[src/verilog/scsg_pkg.sv]
// Constants and register map for the sleep control and SMI group block
//
// Summary of operation
// - Sleep control bits 1:0 and 7:6 always read as zero.
// - Bits 4:2 of sleep control hold the three-bit sleep type field.
// - Sleep type 111 or 110 with a sleep request moves machine to off.
// - Power supply on output floats one to two 32 kHz periods after request.
// - Other sleep types leave the power supply on output untouched.
// - Sleep request bit 5 is write-only and always reads zero.
// - Request with selector clear sequences into sleep after one to two RTC clocks.
// - Request with selector set raises an SMI instead of sleeping.
// - Every request sets the sleep request SMI status flag.
// - Writing zero to the sleep request bit does nothing.
// - SMI status register latches rising edges of its source inputs.
// - SMI status bits clear on writing one; zero leaves them alone.
// - Status layout: pins 0-3, kbc line 4, sleep 5, reserved 6, pin 7.
// - SMI enable uses status layout and gates sources onto grouped SMI output.
`default_nettype none
package scsg_pkg;
  // Printed register indices; byte address is four times the index
  localparam logic [7:0] SCSG_IDX_SLEEP_CTRL = 8'h61;
  localparam logic [7:0] SCSG_IDX_SMI_STS = 8'h64;
  localparam logic [7:0] SCSG_IDX_SMI_EN = 8'h66;
  localparam logic [7:0] SCSG_IDX_PWR_CTRL = 8'h62;
  localparam logic [7:0] SCSG_IDX_EVT_STS = 8'h63;
  localparam logic [7:0] SCSG_IDX_EVT_MASK = 8'h65;
  localparam int SCSG_ADDR_W = 12;
  // Sleep control fields
  localparam int SCSG_SLP_TYPE_LSB = 2;
  localparam int SCSG_SLP_TYPE_MSB = 4;
  localparam int SCSG_SLP_REQ_BIT = 5;
  localparam logic [2:0] SCSG_SLP_TYPE_OFF_A = 3'h7;
  localparam logic [2:0] SCSG_SLP_TYPE_OFF_B = 3'h6;
  localparam logic [7:0] SCSG_SLEEP_CTRL_RMASK = 8'h1c;
  // SMI group layout
  localparam int SCSG_SMI_KBC_BIT = 4;
  localparam int SCSG_SMI_SLP_BIT = 5;
  localparam int SCSG_SMI_GPIO_E_BIT = 7;
  localparam logic [7:0] SCSG_SMI_IMPL_MASK = 8'hbf;
  // Power control and event register fields
  localparam int SCSG_PWR_SEL_BIT = 0;
  localparam int SCSG_EVT_OFF_BIT = 0;
  localparam int SCSG_EVT_SLEEP_BIT = 1;
  localparam int SCSG_EVT_DIVERT_BIT = 2;
  localparam logic [7:0] SCSG_RESET_VAL = 8'h00;
  // RTC timing: wait for this many RTC rising edges, giving one to two periods
  localparam real SCSG_RTC_PERIOD_US = 31.25;
  localparam logic [1:0] SCSG_RTC_EDGES = 2'h2;
  typedef enum logic [1:0] {
    SCSG_ST_IDLE = 2'b00,
    SCSG_ST_WAIT1 = 2'b01,
    SCSG_ST_WAIT2 = 2'b11,
    SCSG_ST_OFF = 2'b10
  } scsg_state_e;
endpackage : scsg_pkg
`default_nettype wire

[src/verilog/scsg_sleep_control.sv]
// Sleep control sequencer with SMI status/enable group behind an APB slave
`timescale 1ns/1ps
`default_nettype none
module scsg_sleep_control (
  input wire logic pclk,
  input wire logic presetn,
  input wire logic psel,
  input wire logic penable,
  input wire logic pwrite,
  input wire logic [scsg_pkg::SCSG_ADDR_W-1:0] paddr,
  input wire logic [31:0] pwdata,
  input wire logic [3:0] pstrb,
  output logic [31:0] prdata,
  output logic pready,
  output logic pslverr,
  input wire logic rtc_clk_32k,
  input wire logic gpio_source_a,
  input wire logic gpio_source_b,
  input wire logic gpio_source_c,
  input wire logic gpio_source_d,
  input wire logic gpio_source_e,
  input wire logic kbc_port_line,
  output logic power_supply_on_n_out,
  output logic power_supply_on_n_oe_n,
  output logic [2:0] sleep_state_type,
  output logic sleep_state_enter,
  output logic grouped_smi_out_n,
  output logic irq
);

  // APB decode
  wire logic setup_phase = psel & ~penable;
  wire logic access_phase = psel & penable & pready;
  wire logic word_ok = (paddr[1:0] == 2'b00);
  // Full word index is compared so upper address bits cannot alias a register
  wire logic [scsg_pkg::SCSG_ADDR_W-3:0] reg_idx = paddr[scsg_pkg::SCSG_ADDR_W-1:2];
  wire logic hit_slp = word_ok && (reg_idx == (scsg_pkg::SCSG_ADDR_W-2)'(scsg_pkg::SCSG_IDX_SLEEP_CTRL));
  wire logic hit_sts = word_ok && (reg_idx == (scsg_pkg::SCSG_ADDR_W-2)'(scsg_pkg::SCSG_IDX_SMI_STS));
  wire logic hit_en = word_ok && (reg_idx == (scsg_pkg::SCSG_ADDR_W-2)'(scsg_pkg::SCSG_IDX_SMI_EN));
  wire logic hit_pwr = word_ok && (reg_idx == (scsg_pkg::SCSG_ADDR_W-2)'(scsg_pkg::SCSG_IDX_PWR_CTRL));
  wire logic hit_evs = word_ok && (reg_idx == (scsg_pkg::SCSG_ADDR_W-2)'(scsg_pkg::SCSG_IDX_EVT_STS));
  wire logic hit_evm = word_ok && (reg_idx == (scsg_pkg::SCSG_ADDR_W-2)'(scsg_pkg::SCSG_IDX_EVT_MASK));
  wire logic hit_any = hit_slp | hit_sts | hit_en | hit_pwr | hit_evs | hit_evm;
  wire logic wr_lane0 = access_phase & pwrite & pstrb[0] & hit_any;
  wire logic [7:0] wbyte = pwdata[7:0];
  // Per-register write strobes, all qualified by lane 0
  wire logic wr_slp = wr_lane0 & hit_slp;
  wire logic wr_sts = wr_lane0 & hit_sts;
  wire logic wr_en = wr_lane0 & hit_en;
  wire logic wr_pwr = wr_lane0 & hit_pwr;
  wire logic wr_evs = wr_lane0 & hit_evs;
  wire logic wr_evm = wr_lane0 & hit_evm;
  // Read data is captured at setup, so reads decode in that phase
  wire logic rd_setup = setup_phase & ~pwrite;

  // Register state
  logic [2:0] slp_type_q;
  logic [7:0] smi_sts_q;
  wire logic [7:0] smi_sts_d;
  logic [7:0] smi_en_q;
  logic sel_smi_q;
  logic [2:0] evt_sts_q;
  wire logic [2:0] evt_sts_d;
  logic [2:0] evt_mask_q;
  logic [7:0] src_prev_q;
  logic rtc_s1_q;
  logic rtc_s2_q;
  logic rtc_s3_q;
  logic [2:0] seq_type_q;
  scsg_pkg::scsg_state_e state_q;
  scsg_pkg::scsg_state_e state_d;
  logic [31:0] prdata_d;

  // Sleep request: only a written one counts
  wire logic slp_req = wr_lane0 & hit_slp & wbyte[scsg_pkg::SCSG_SLP_REQ_BIT];
  wire logic [2:0] wr_type = wbyte[scsg_pkg::SCSG_SLP_TYPE_MSB:scsg_pkg::SCSG_SLP_TYPE_LSB];
  // Divert to SMI when selector set
  wire logic slp_go = slp_req & ~sel_smi_q & (state_q == scsg_pkg::SCSG_ST_IDLE);
  wire logic slp_divert = slp_req & sel_smi_q;
  wire logic type_off = (seq_type_q == scsg_pkg::SCSG_SLP_TYPE_OFF_A) ||
                        (seq_type_q == scsg_pkg::SCSG_SLP_TYPE_OFF_B);

  // RTC clock edges; first stage only feeds the second
  wire logic rtc_rise = rtc_s2_q & ~rtc_s3_q;

  // SMI sources in status layout
  wire logic [7:0] src_now = {gpio_source_e, 1'b0, 1'b0, kbc_port_line,
                              gpio_source_d, gpio_source_c, gpio_source_b, gpio_source_a};
  wire logic [7:0] src_rise = src_now & ~src_prev_q;
  wire logic [7:0] smi_set = src_rise | ({7'h00, slp_req} << scsg_pkg::SCSG_SMI_SLP_BIT);
  wire logic [7:0] smi_clr = wr_sts ? wbyte : 8'h00;
  wire logic [7:0] smi_pend_d;

  // One status flop per source; set wins over a clear in the same cycle
  for (genvar b = 0; b < 8; b++) begin : g_sts_bit
    wire logic impl = scsg_pkg::SCSG_SMI_IMPL_MASK[b];
    wire logic keep = smi_sts_q[b] & ~smi_clr[b];
    assign smi_sts_d[b] = (keep | smi_set[b]) & impl;
    assign smi_pend_d[b] = smi_sts_d[b] & smi_en_q[b];
  end

  // Sequencer: count two RTC rising edges, i.e. one to two RTC periods
  always_comb begin
    state_d = state_q;
    case (state_q)
      scsg_pkg::SCSG_ST_IDLE: begin
        if (slp_go) begin
          state_d = scsg_pkg::SCSG_ST_WAIT1;
        end
      end
      scsg_pkg::SCSG_ST_WAIT1: begin
        if (rtc_rise) begin
          state_d = scsg_pkg::SCSG_ST_WAIT2;
        end
      end
      scsg_pkg::SCSG_ST_WAIT2: begin
        if (rtc_rise) begin
          state_d = type_off ? scsg_pkg::SCSG_ST_OFF : scsg_pkg::SCSG_ST_IDLE;
        end
      end
      scsg_pkg::SCSG_ST_OFF: begin
        // Off holds until reset; power returns from outside
        state_d = scsg_pkg::SCSG_ST_OFF;
      end
      default: begin
        state_d = scsg_pkg::SCSG_ST_IDLE;
      end
    endcase
  end

  wire logic seq_done = (state_q == scsg_pkg::SCSG_ST_WAIT2) & rtc_rise;
  wire logic go_off = seq_done & type_off;
  wire logic go_sleep = seq_done & ~type_off;

  wire logic [2:0] evt_set = {slp_divert, go_sleep, go_off};
  wire logic [2:0] evt_clr = wr_evs ? wbyte[2:0] : 3'h0;
  // Event flags: set wins over a clear in the same cycle
  for (genvar e = 0; e < 3; e++) begin : g_evt_bit
    assign evt_sts_d[e] = (evt_sts_q[e] & ~evt_clr[e]) | evt_set[e];
  end

  // Read mux; bit 5 and bits 1:0, 7:6 read zero
  wire logic [7:0] rd_slp = {3'h0, slp_type_q, 2'h0} & scsg_pkg::SCSG_SLEEP_CTRL_RMASK;
  wire logic [7:0] rd_pwr = {5'h00, state_q, sel_smi_q};
  always_comb begin
    if (hit_slp) begin
      prdata_d = {24'h000000, rd_slp};
    end else if (hit_sts) begin
      prdata_d = {24'h000000, smi_sts_q};
    end else if (hit_en) begin
      prdata_d = {24'h000000, smi_en_q};
    end else if (hit_pwr) begin
      prdata_d = {24'h000000, rd_pwr};
    end else if (hit_evs) begin
      prdata_d = {29'h00000000, evt_sts_q};
    end else if (hit_evm) begin
      prdata_d = {29'h00000000, evt_mask_q};
    end else begin
      prdata_d = 32'h00000000;
    end
  end

  // APB answer: ready in the first access cycle, never held off
  wire logic pready_d = setup_phase;
  wire logic pslverr_d = setup_phase & ~hit_any;
  wire logic [31:0] rdata_d = rd_setup ? prdata_d : 32'h00000000;

  always_ff @(posedge pclk or negedge presetn) begin
    if (!presetn) begin
      pready <= 1'b0;
    end else begin
      pready <= pready_d;
    end
  end

  always_ff @(posedge pclk or negedge presetn) begin
    if (!presetn) begin
      pslverr <= 1'b0;
    end else begin
      pslverr <= pslverr_d;
    end
  end

  always_ff @(posedge pclk or negedge presetn) begin
    if (!presetn) begin
      prdata <= 32'h00000000;
    end else begin
      prdata <= rdata_d;
    end
  end

  // Register next values; each holds unless its own write strobe fires, seq_type_d unless slp_go fires
  logic [2:0] slp_type_d;
  logic [7:0] smi_en_d;
  logic sel_smi_d;
  logic [2:0] evt_mask_d;
  logic [2:0] seq_type_d;

  always_comb begin
    slp_type_d = slp_type_q;
    if (wr_slp) begin
      slp_type_d = wr_type;
    end
  end

  always_comb begin
    smi_en_d = smi_en_q;
    if (wr_en) begin
      smi_en_d = wbyte & scsg_pkg::SCSG_SMI_IMPL_MASK;
    end
  end

  always_comb begin
    sel_smi_d = sel_smi_q;
    if (wr_pwr) begin
      sel_smi_d = wbyte[scsg_pkg::SCSG_PWR_SEL_BIT];
    end
  end

  always_comb begin
    evt_mask_d = evt_mask_q;
    if (wr_evm) begin
      evt_mask_d = wbyte[2:0];
    end
  end

  // The type is frozen at request so a later rewrite cannot retarget it
  always_comb begin
    seq_type_d = seq_type_q;
    if (slp_go) begin
      seq_type_d = wr_type;
    end
  end

  always_ff @(posedge pclk or negedge presetn) begin
    if (!presetn) begin
      slp_type_q <= 3'h0;
    end else begin
      slp_type_q <= slp_type_d;
    end
  end

  always_ff @(posedge pclk or negedge presetn) begin
    if (!presetn) begin
      smi_en_q <= scsg_pkg::SCSG_RESET_VAL;
    end else begin
      smi_en_q <= smi_en_d;
    end
  end

  always_ff @(posedge pclk or negedge presetn) begin
    if (!presetn) begin
      sel_smi_q <= 1'b0;
    end else begin
      sel_smi_q <= sel_smi_d;
    end
  end

  always_ff @(posedge pclk or negedge presetn) begin
    if (!presetn) begin
      evt_mask_q <= 3'h0;
    end else begin
      evt_mask_q <= evt_mask_d;
    end
  end

  always_ff @(posedge pclk or negedge presetn) begin
    if (!presetn) begin
      smi_sts_q <= scsg_pkg::SCSG_RESET_VAL;
    end else begin
      smi_sts_q <= smi_sts_d;
    end
  end

  always_ff @(posedge pclk or negedge presetn) begin
    if (!presetn) begin
      evt_sts_q <= 3'h0;
    end else begin
      evt_sts_q <= evt_sts_d;
    end
  end

  // Cleared to low, so a source already high at release counts as an edge
  always_ff @(posedge pclk or negedge presetn) begin
    if (!presetn) begin
      src_prev_q <= 8'h00;
    end else begin
      src_prev_q <= src_now;
    end
  end

  // Three-stage chain; only the second stage reads the first
  always_ff @(posedge pclk or negedge presetn) begin
    if (!presetn) begin
      rtc_s1_q <= 1'b0;
      rtc_s2_q <= 1'b0;
      rtc_s3_q <= 1'b0;
    end else begin
      rtc_s1_q <= rtc_clk_32k;
      rtc_s2_q <= rtc_s1_q;
      rtc_s3_q <= rtc_s2_q;
    end
  end

  always_ff @(posedge pclk or negedge presetn) begin
    if (!presetn) begin
      state_q <= scsg_pkg::SCSG_ST_IDLE;
    end else begin
      state_q <= state_d;
    end
  end

  always_ff @(posedge pclk or negedge presetn) begin
    if (!presetn) begin
      seq_type_q <= 3'h0;
    end else begin
      seq_type_q <= seq_type_d;
    end
  end

  // Output next values; every output leaves straight from a flop
  wire logic oe_n_d = power_supply_on_n_oe_n | go_off;
  wire logic [2:0] type_out_d = seq_done ? seq_type_q : sleep_state_type;
  wire logic smi_n_d = ~|smi_pend_d;
  wire logic irq_d = |(evt_sts_d & evt_mask_q);

  always_ff @(posedge pclk or negedge presetn) begin
    if (!presetn) begin
      power_supply_on_n_out <= 1'b0;
    end else begin
      power_supply_on_n_out <= 1'b0;
    end
  end

  // Supply stays driven low until off, then floats
  always_ff @(posedge pclk or negedge presetn) begin
    if (!presetn) begin
      power_supply_on_n_oe_n <= 1'b0;
    end else begin
      power_supply_on_n_oe_n <= oe_n_d;
    end
  end

  always_ff @(posedge pclk or negedge presetn) begin
    if (!presetn) begin
      sleep_state_type <= 3'h0;
    end else begin
      sleep_state_type <= type_out_d;
    end
  end

  always_ff @(posedge pclk or negedge presetn) begin
    if (!presetn) begin
      sleep_state_enter <= 1'b0;
    end else begin
      sleep_state_enter <= go_sleep;
    end
  end

  always_ff @(posedge pclk or negedge presetn) begin
    if (!presetn) begin
      grouped_smi_out_n <= 1'b1;
    end else begin
      grouped_smi_out_n <= smi_n_d;
    end
  end

  always_ff @(posedge pclk or negedge presetn) begin
    if (!presetn) begin
      irq <= 1'b0;
    end else begin
      irq <= irq_d;
    end
  end

endmodule : scsg_sleep_control
`default_nettype wire

[config.mk]
export PLATFORM = sky130hd
export DESIGN_NAME = scsg_sleep_control
export DESIGN_NICKNAME = d
export VERILOG_FILES = /design/src/verilog/scsg_pkg.sv /design/src/verilog/scsg_sleep_control.sv
export SDC_FILE = /design/constraint.sdc
export NUM_CORES = 1
export LEC_CHECK = 0
export BUFFER_PORTS_ARGS = -buffer_cell sky130_fd_sc_hd__buf_2
export CELL_PAD_IN_SITES_DETAIL_PLACEMENT = 0
export CELL_PAD_IN_SITES_GLOBAL_PLACEMENT = 1
export CORE_ASPECT_RATIO = 0.9
export CORE_MARGIN = 2
export CORE_UTILIZATION = 40
export DETAILED_ROUTE_END_ITERATION = 10
export PLACE_DENSITY_LB_ADDON = 0.1
export SLEW_MARGIN = 10
export SYNTH_ARGS = -nofsm -noshare
export SYNTH_HDL_FRONTEND = slang
export SYNTH_SLANG_ARGS = --single-unit
[constraint.sdc]
create_clock -name pclk -period 3.5 [get_ports pclk]
set_input_delay 0.7 -clock pclk [delete_from_list [all_inputs] [get_ports pclk]]
set_output_delay 0.7 -clock pclk [all_outputs]
set_load 0.02 [all_outputs]
### Word-level counts from Yosys, hierarchy flattened

Index checks and enable logic that the tools add are counted.

| operators by class | value |
|---|---|
| add/subtract/negate cells | 0 |
| multiply operators | 0 |
| divide/modulo/power cells | 0 |
| $lt $le $gt $ge | 0 |
| equal/unequal tests | 14 |
| shift-type cells | 0 |
| mux-type cells | 14 |
| bitwise logic cells | 75 |
| reduce and logical (&&, ||, !) cells | 13 |

Operator list:

| operator | count |
|---|---|
| 32-bit two-way mux | 6 |
| 10-bit by 7-bit equality test with 1-bit output (second input constant) | 6 |
| 1-bit AND | 39 |
| 1-bit NOT | 16 |
| 1-bit bitwise OR | 16 |
| 8-bit AND | 1 |
| 2-bit two-way mux | 4 |
| 8-bit two-way mux | 1 |
| 8-bit NOT | 1 |
| 8-bit by 6-bit bitwise OR with 8-bit output | 1 |
| 2-bit one-hot mux with 4 select lines | 1 |
| 7-bit OR reduction | 1 |
| 3-bit equality test (second input constant) | 2 |
| 1-bit logical AND | 6 |
| 3-bit two-way mux | 2 |
| 2-bit != test (second input constant) | 3 |
| 2-bit equality test (second input constant) | 2 |
| 2-bit zero test | 2 |
| 3-bit AND | 1 |
| 3-bit AND reduction | 1 |
| 3-bit OR reduction | 1 |
| 2-bit by 1-bit equality test with 1-bit output (second input constant) | 1 |
| 1-bit zero test | 1 |
| 1-bit logical OR | 1 |

| word-level totals | value |
|---|---|
| register bits after elaboration | 79 |
| bits in latches | 0 |
| RAM bits | 0 |
| ROM bits | 0 |
| input bits | 60 |
| output and inout bits | 42 |
| logic and storage cells | 136 |
| memories | 0 |

### Logic depth before layout (Yosys ltp)

| logic depth | value |
|---|---|
| depth after elaboration | 16 |
| gate-level depth with buffers | 6 |
| gate-level depth less buffers | 5 |

### Worst setup path before layout

No wires, ideal clock.

| timing path | value |
|---|---|
| path kind | input to register |
| start point | input port paddr[6] (netlist name) |
| end point | register smi_en_q[0] |
| library setup time | 0.125 ns |
| arrival time | 1.914 ns |
| required time | 3.375 ns |
| setup slack | 1.462 ns |
| cell stages on the path | 4 |
| path buffers | 0 |
| path through | nor4b_4 nand3_2 nor3_4 mux2_2 |

| on the way | value |
|---|---|
| word-level cells in the longest chain between the ends | 9 |
| elaborated cells between the ends (all ways) | 19 |
| classes of those cells | 6 x eq/ne; 7 x bitwise; 6 x reduce/logical |

Ends and longest elaborated chain:

| item | RTL line | RTL |
|---|---|---|
| start, declared | scsg_sleep_control.sv:10 | `input wire logic [scsg_pkg::SCSG_ADDR_W-1:0] paddr,` |
| 10-bit by 7-bit equality test with 1-bit output, on equally long branches | scsg_sleep_control.sv:37, scsg_sleep_control.sv:38 |  |
| 1-bit logical AND, on equally long branches | scsg_sleep_control.sv:37, scsg_sleep_control.sv:38 |  |
| 1-bit bitwise OR (5 in series) | scsg_sleep_control.sv:43 | `wire logic hit_any = hit_slp \| hit_sts \| hit_en \| hit_pwr \| hit_evs \| hit_evm;` |
| 1-bit AND | scsg_sleep_control.sv:44 | `wire logic wr_lane0 = access_phase & pwrite & pstrb[0] & hit_any;` |
| 1-bit AND * | scsg_sleep_control.sv:49 | `wire logic wr_en = wr_lane0 & hit_en;` |
| end signal, assigned | scsg_sleep_control.sv:245 | `smi_en_q <= scsg_pkg::SCSG_RESET_VAL;` |
| end signal, assigned | scsg_sleep_control.sv:247 | `smi_en_q <= smi_en_d;` |
| end, declared | scsg_sleep_control.sv:60 | `logic [7:0] smi_en_q;` |

Every way passes the cells marked *; elsewhere a longest branch is shown, timed or not.
A chain may end at the register's enable or synchronous reset.

### Worst setup path after layout

| timing path | value |
|---|---|
| start point | input port paddr[4] (netlist name) |
| end point | register grouped_smi_out_n |

| on the way | value |
|---|---|
| word-level cells in the longest chain between the ends | 16 |
| elaborated cells between the ends (all ways) | 53 |
| classes of those cells | 6 x eq/ne; 1 x mux; 38 x bitwise; 8 x reduce/logical |

Ends and longest elaborated chain:

| item | RTL line | RTL |
|---|---|---|
| 10-bit by 7-bit equality test with 1-bit output, on equally long branches | scsg_sleep_control.sv:37, scsg_sleep_control.sv:38 |  |
| 1-bit logical AND, on equally long branches | scsg_sleep_control.sv:37, scsg_sleep_control.sv:38 |  |
| 1-bit bitwise OR (5 in series) | scsg_sleep_control.sv:43 |  |
| 1-bit AND | scsg_sleep_control.sv:44 |  |
| 1-bit AND | scsg_sleep_control.sv:48 | `wire logic wr_sts = wr_lane0 & hit_sts;` |
| 8-bit two-way mux | scsg_sleep_control.sv:91 | `wire logic [7:0] smi_clr = wr_sts ? wbyte : 8'h00;` |
| 1-bit NOT | scsg_sleep_control.sv:97 | `wire logic keep = smi_sts_q[b] & ~smi_clr[b];` |
| 1-bit AND | scsg_sleep_control.sv:97 |  |
| 1-bit bitwise OR | scsg_sleep_control.sv:98 | `assign smi_sts_d[b] = (keep \| smi_set[b]) & impl;` |
| 1-bit AND | scsg_sleep_control.sv:99 | `assign smi_pend_d[b] = smi_sts_d[b] & smi_en_q[b];` |
| 7-bit OR reduction * | scsg_sleep_control.sv:324 | `wire logic smi_n_d = ~\|smi_pend_d;` |
| 1-bit zero test * | scsg_sleep_control.sv:324 |  |
| via smi_n_d | scsg_sleep_control.sv:324 |  |
| end signal, assigned | scsg_sleep_control.sv:364 | `grouped_smi_out_n <= smi_n_d;` |
| end, declared | scsg_sleep_control.sv:27 | `output logic grouped_smi_out_n,` |

Mark *: on every way through the listed nets, which the timed path passes. The rest lies on a longest branch.

==> reports/results.tsv <==
stage	metric	value	unit
setup_path	critical path, cell by cell	buf_2 > nor3b_2 > nand3_1 > nor2_1 > o211ai_1 > a211oi_1	
final_layout	Antenna Cells	0	
logic_synthesis	Synth Instances	249	
setup_path	CP delay by family, top	simple AND/OR/NAND/NOR gates	
route	DRT Pass-1 Iters	4	
floorplanning	Starting Density	41.32	%
floorplanning	core area	6586	µm²
clock_network	CTS Sinks	54	
floorplanning	io pins	102	
final_layout	final cell count without fillers	390	
placed_design	IO Port Bufs	47	
clock_network	CTS root buf	clkbuf_8	
sta	Worst-Margin Slew	0.6768	ns
setup_path	slowest library cell on the worst path	nor3b_2	
grt	initial antenna violation count	0	
clock_network	CTS buffer count	5	
logic_synthesis	Cell variety after synth	50	
setup_path	CP arrival	2.47	ns
power_and_ir_drop	P_int	0.8710	mW
setup_path	CP bufs+invs	1	
power_and_ir_drop	Switching Share	27.35	%
final_layout	Multi-input gate area	1225	µm²
logic_synthesis	Seq/Total Area, Yosys	49.70	%
clock_network	Clock Pin Slew Worst Setup and Hold Paths	0.10	ns
setup_path	Critical Path Fanout Max	14	
sta	f_max	444.2	MHz
placed_design	DP Cell Count	382	
clock_network	Max Buffers Root-to-Sink	2	
sta	Final Hold Fails	0	
power_and_ir_drop	clock power share	32.4	%
grt	largest net degree at the start of global routing	55	
logic_synthesis	Async S/R FF share, synth	100.0	%
logic_synthesis	EDFF count, synth	0	
sta	final setup margin	1.249	ns
sta	skew final	0.005719	ns
setup_path	critical path class	in2reg	
clock_network	CTS Hold Bufs	0	
final_layout	area grow syn2layout	12.32	%
grt	Global Route Usage Sum	17.04	%
flow_run	Max Cap Violations	0	
placed_design	Post-DP Area	2952	µm²
floorplanning	Die Y	82.25	µm
hold_path	Hold WC Path Type	reg2reg	
floorplanning	die area	7480	µm²
sta	Final Setup Violations	0	
power_and_ir_drop	sequential share of power	55.6	%
grt	vias in the first global route	1835	
power_and_ir_drop	Switch Pwr	0.3279	mW
power_and_ir_drop	Pleak	1.407	nW
sta	Final period util	64.33	%
sta	RSZ-0062 raised after global routing	false	
placed_design	gpl congestion	0.7861	
clock_network	post-CTS setup buffer count	0	
grt	GR Overflow Total	0	
route	WL final	6014	µm
power_and_ir_drop	pwr dens	392.2	nW/µm²
route	vias per std cell	4.992	
setup_path	CP Capture Type	flip-flop	
setup_path	R2R setup slack	1.68	ns
logic_synthesis	YS warnings	0	
route	# DRC	0	
route	DRT iter0 DRCs	133	
clock_network	PostCTS Resize Cnt	0	
clock_network	# H-tree levels	2	
final_layout	# nets final	359	
clock_network	CTS tree	built	
setup_path	Crit path largest cell delay	0.53	ns
route	drt wl/cell	15.42	µm
route	Final ANT Viol Nets	0	
run_status	status	finished clean	
logic_synthesis	synthesized area	2721	µm²
placed_design	HPWL Detailed	4466	µm
clock_network	Clock Latency Late Sink	0.31	ns
sta	setup TNS	0	ns
sta	headroom to the max-slew limit	54.88	%
power_and_ir_drop	worst vdd ir	211.1	µV
floorplanning	num rows	28	
setup_path	critical path data required time	3.72	ns
final_layout	cell area after layout	3057	µm²
route	via count	1947	
final_layout	fill count	659	
final_layout	most common cell after layout, fill and taps aside	dfrtp_1	
logic_synthesis	Yosys reg bits	54	
logic_synthesis	average cell area after synthesis	10.93	µm²
logic_synthesis	Most used DFF post-synth	dfrtp_1	
final_layout	Storage cell area	1353	µm²
power_and_ir_drop	power share of the combinational group	12.0	%
sta	min Tclk post-route	2.251	ns
setup_path	Startpoint Class	input pin	
floorplanning	Die X	90.95	µm
placed_design	Setup WS pre-CTS	0.9242	ns
final_layout	most frequent cells in the layout	dfrtp_1, buf_2, conb_1, mux2_2, nor2_1	
grt	first-pass GRT wire length	9839	µm
sta	max-slew violations	0	
final_layout	layout cell share with drive strength beyond 1	29.67	%
[power by group through the flow]
stage / registers (mW) / clock network [mW] / logic (mW)
after floorplan: 0.676 / 0 / 0.107
after global placement: 0.679 / 0 / 0.144
after detailed placement: 0.679 / 0 / 0.146
after CTS: 0.666 / 0.405 / 0.146
after global routing: 0.671 / 0.425 / 0.163
final: 0.666 / 0.389 / 0.144
[cells in the mapped netlist (all sizes together), types with 2 or more instances]
master | instances | area share, %
a222oi | 2 | 0.74
o31ai | 2 | 0.55
nor2b | 13 | 3.0
o211ai | 3 | 0.83
o21ai | 15 | 2.8
nor2 | 18 | 2.5
nand4 | 2 | 0.92
nor3 | 9 | 2.6
nor4 | 2 | 0.69
a32oi | 2 | 0.64
nand2 | 15 | 2.1
a21o | 4 | 1.1
o22a | 2 | 0.64
buf | 29 | 7.9
nand4b | 4 | 1.3
mux2 | 20 | 8.3
nand2b | 5 | 1.1
dfrtp | 53 | 49
nor3b | 5 | 1.6
a211oi | 2 | 0.55
a21oi | 7 | 1.3
inv | 5 | 0.69
a22o | 3 | 0.97
nand3 | 9 | 1.8
[logic make-up after synthesis]
group	after synthesis	share of synthesized area, %
other	1	0.1378
buffers and inverters	35	8.735
AO/OA/AOI/OAI	49	12.32
AND/OR/NAND/NOR	89	20.46
multiplexers	21	8.644
flip-flops	54	49.70
[final cells by class]
type,count,area share (%)
flip-flops and latches,54,44.25
inverters,5,0.6140
repair buffers,48,7.941
well taps,90,3.684
multi-input cells,185,40.07
clock inverters,1,0.2865
clock buffers,7,3.152
[registers in the layout (all words and copies together), names as in the netlist, 2 cells and up]
signal            count
prdata                7
smi_en_q              7
smi_sts_q             7
src_prev_q            6
evt_mask_q            3
evt_sts_q             3
seq_type_q            3
sleep_state_type      3
slp_type_q            3
state_q               2
[worst paths after layout]
check | from | endpoint | cells past startpoint
worst min-delay path | rtc_s1_q | rtc_s2_q | 0
min in group asynchronous | presetn | sleep_state_type[2] | 2
worst min register to register | rtc_s1_q | rtc_s2_q | 0
worst max-delay path | paddr[4] | grouped_smi_out_n | 6
worst max register to register | pready | evt_mask_q[1] | 4
max in group asynchronous | presetn | smi_en_q[7] | 2
[routing by layer]
metal | share of wire, % | GRT usage [%]
met1 | 47 | 24.77
met2 | 45 | 25.70
met3 | 7.1 | 3.630
met4 | 0.98 | 5.152
met5 | 0 | 0
[through the flow]
step | utilization, % | total power, mW | hold WS (ns)
floorplan | - | 0.7827 | 0.3312
global placement | 44.81 | 0.8234 | 0.3348
detailed placement | 44.81 | 0.8247 | 0.3347
CTS | 46.41 | 1.217 | 0.3575
global route | 46.41 | 1.259 | 0.3802
finish | 46.41 | 1.199 | 0.3555
[worst register-to-register path, delay by kind of cell (launching register included)]
family / cells / cell delay, ns
and+or+nand+nor: 3 / 0.91
DFF: 1 / 0.43
muxes: 1 / 0.37
No activity file was read; power rests on OpenSTA's default activity.
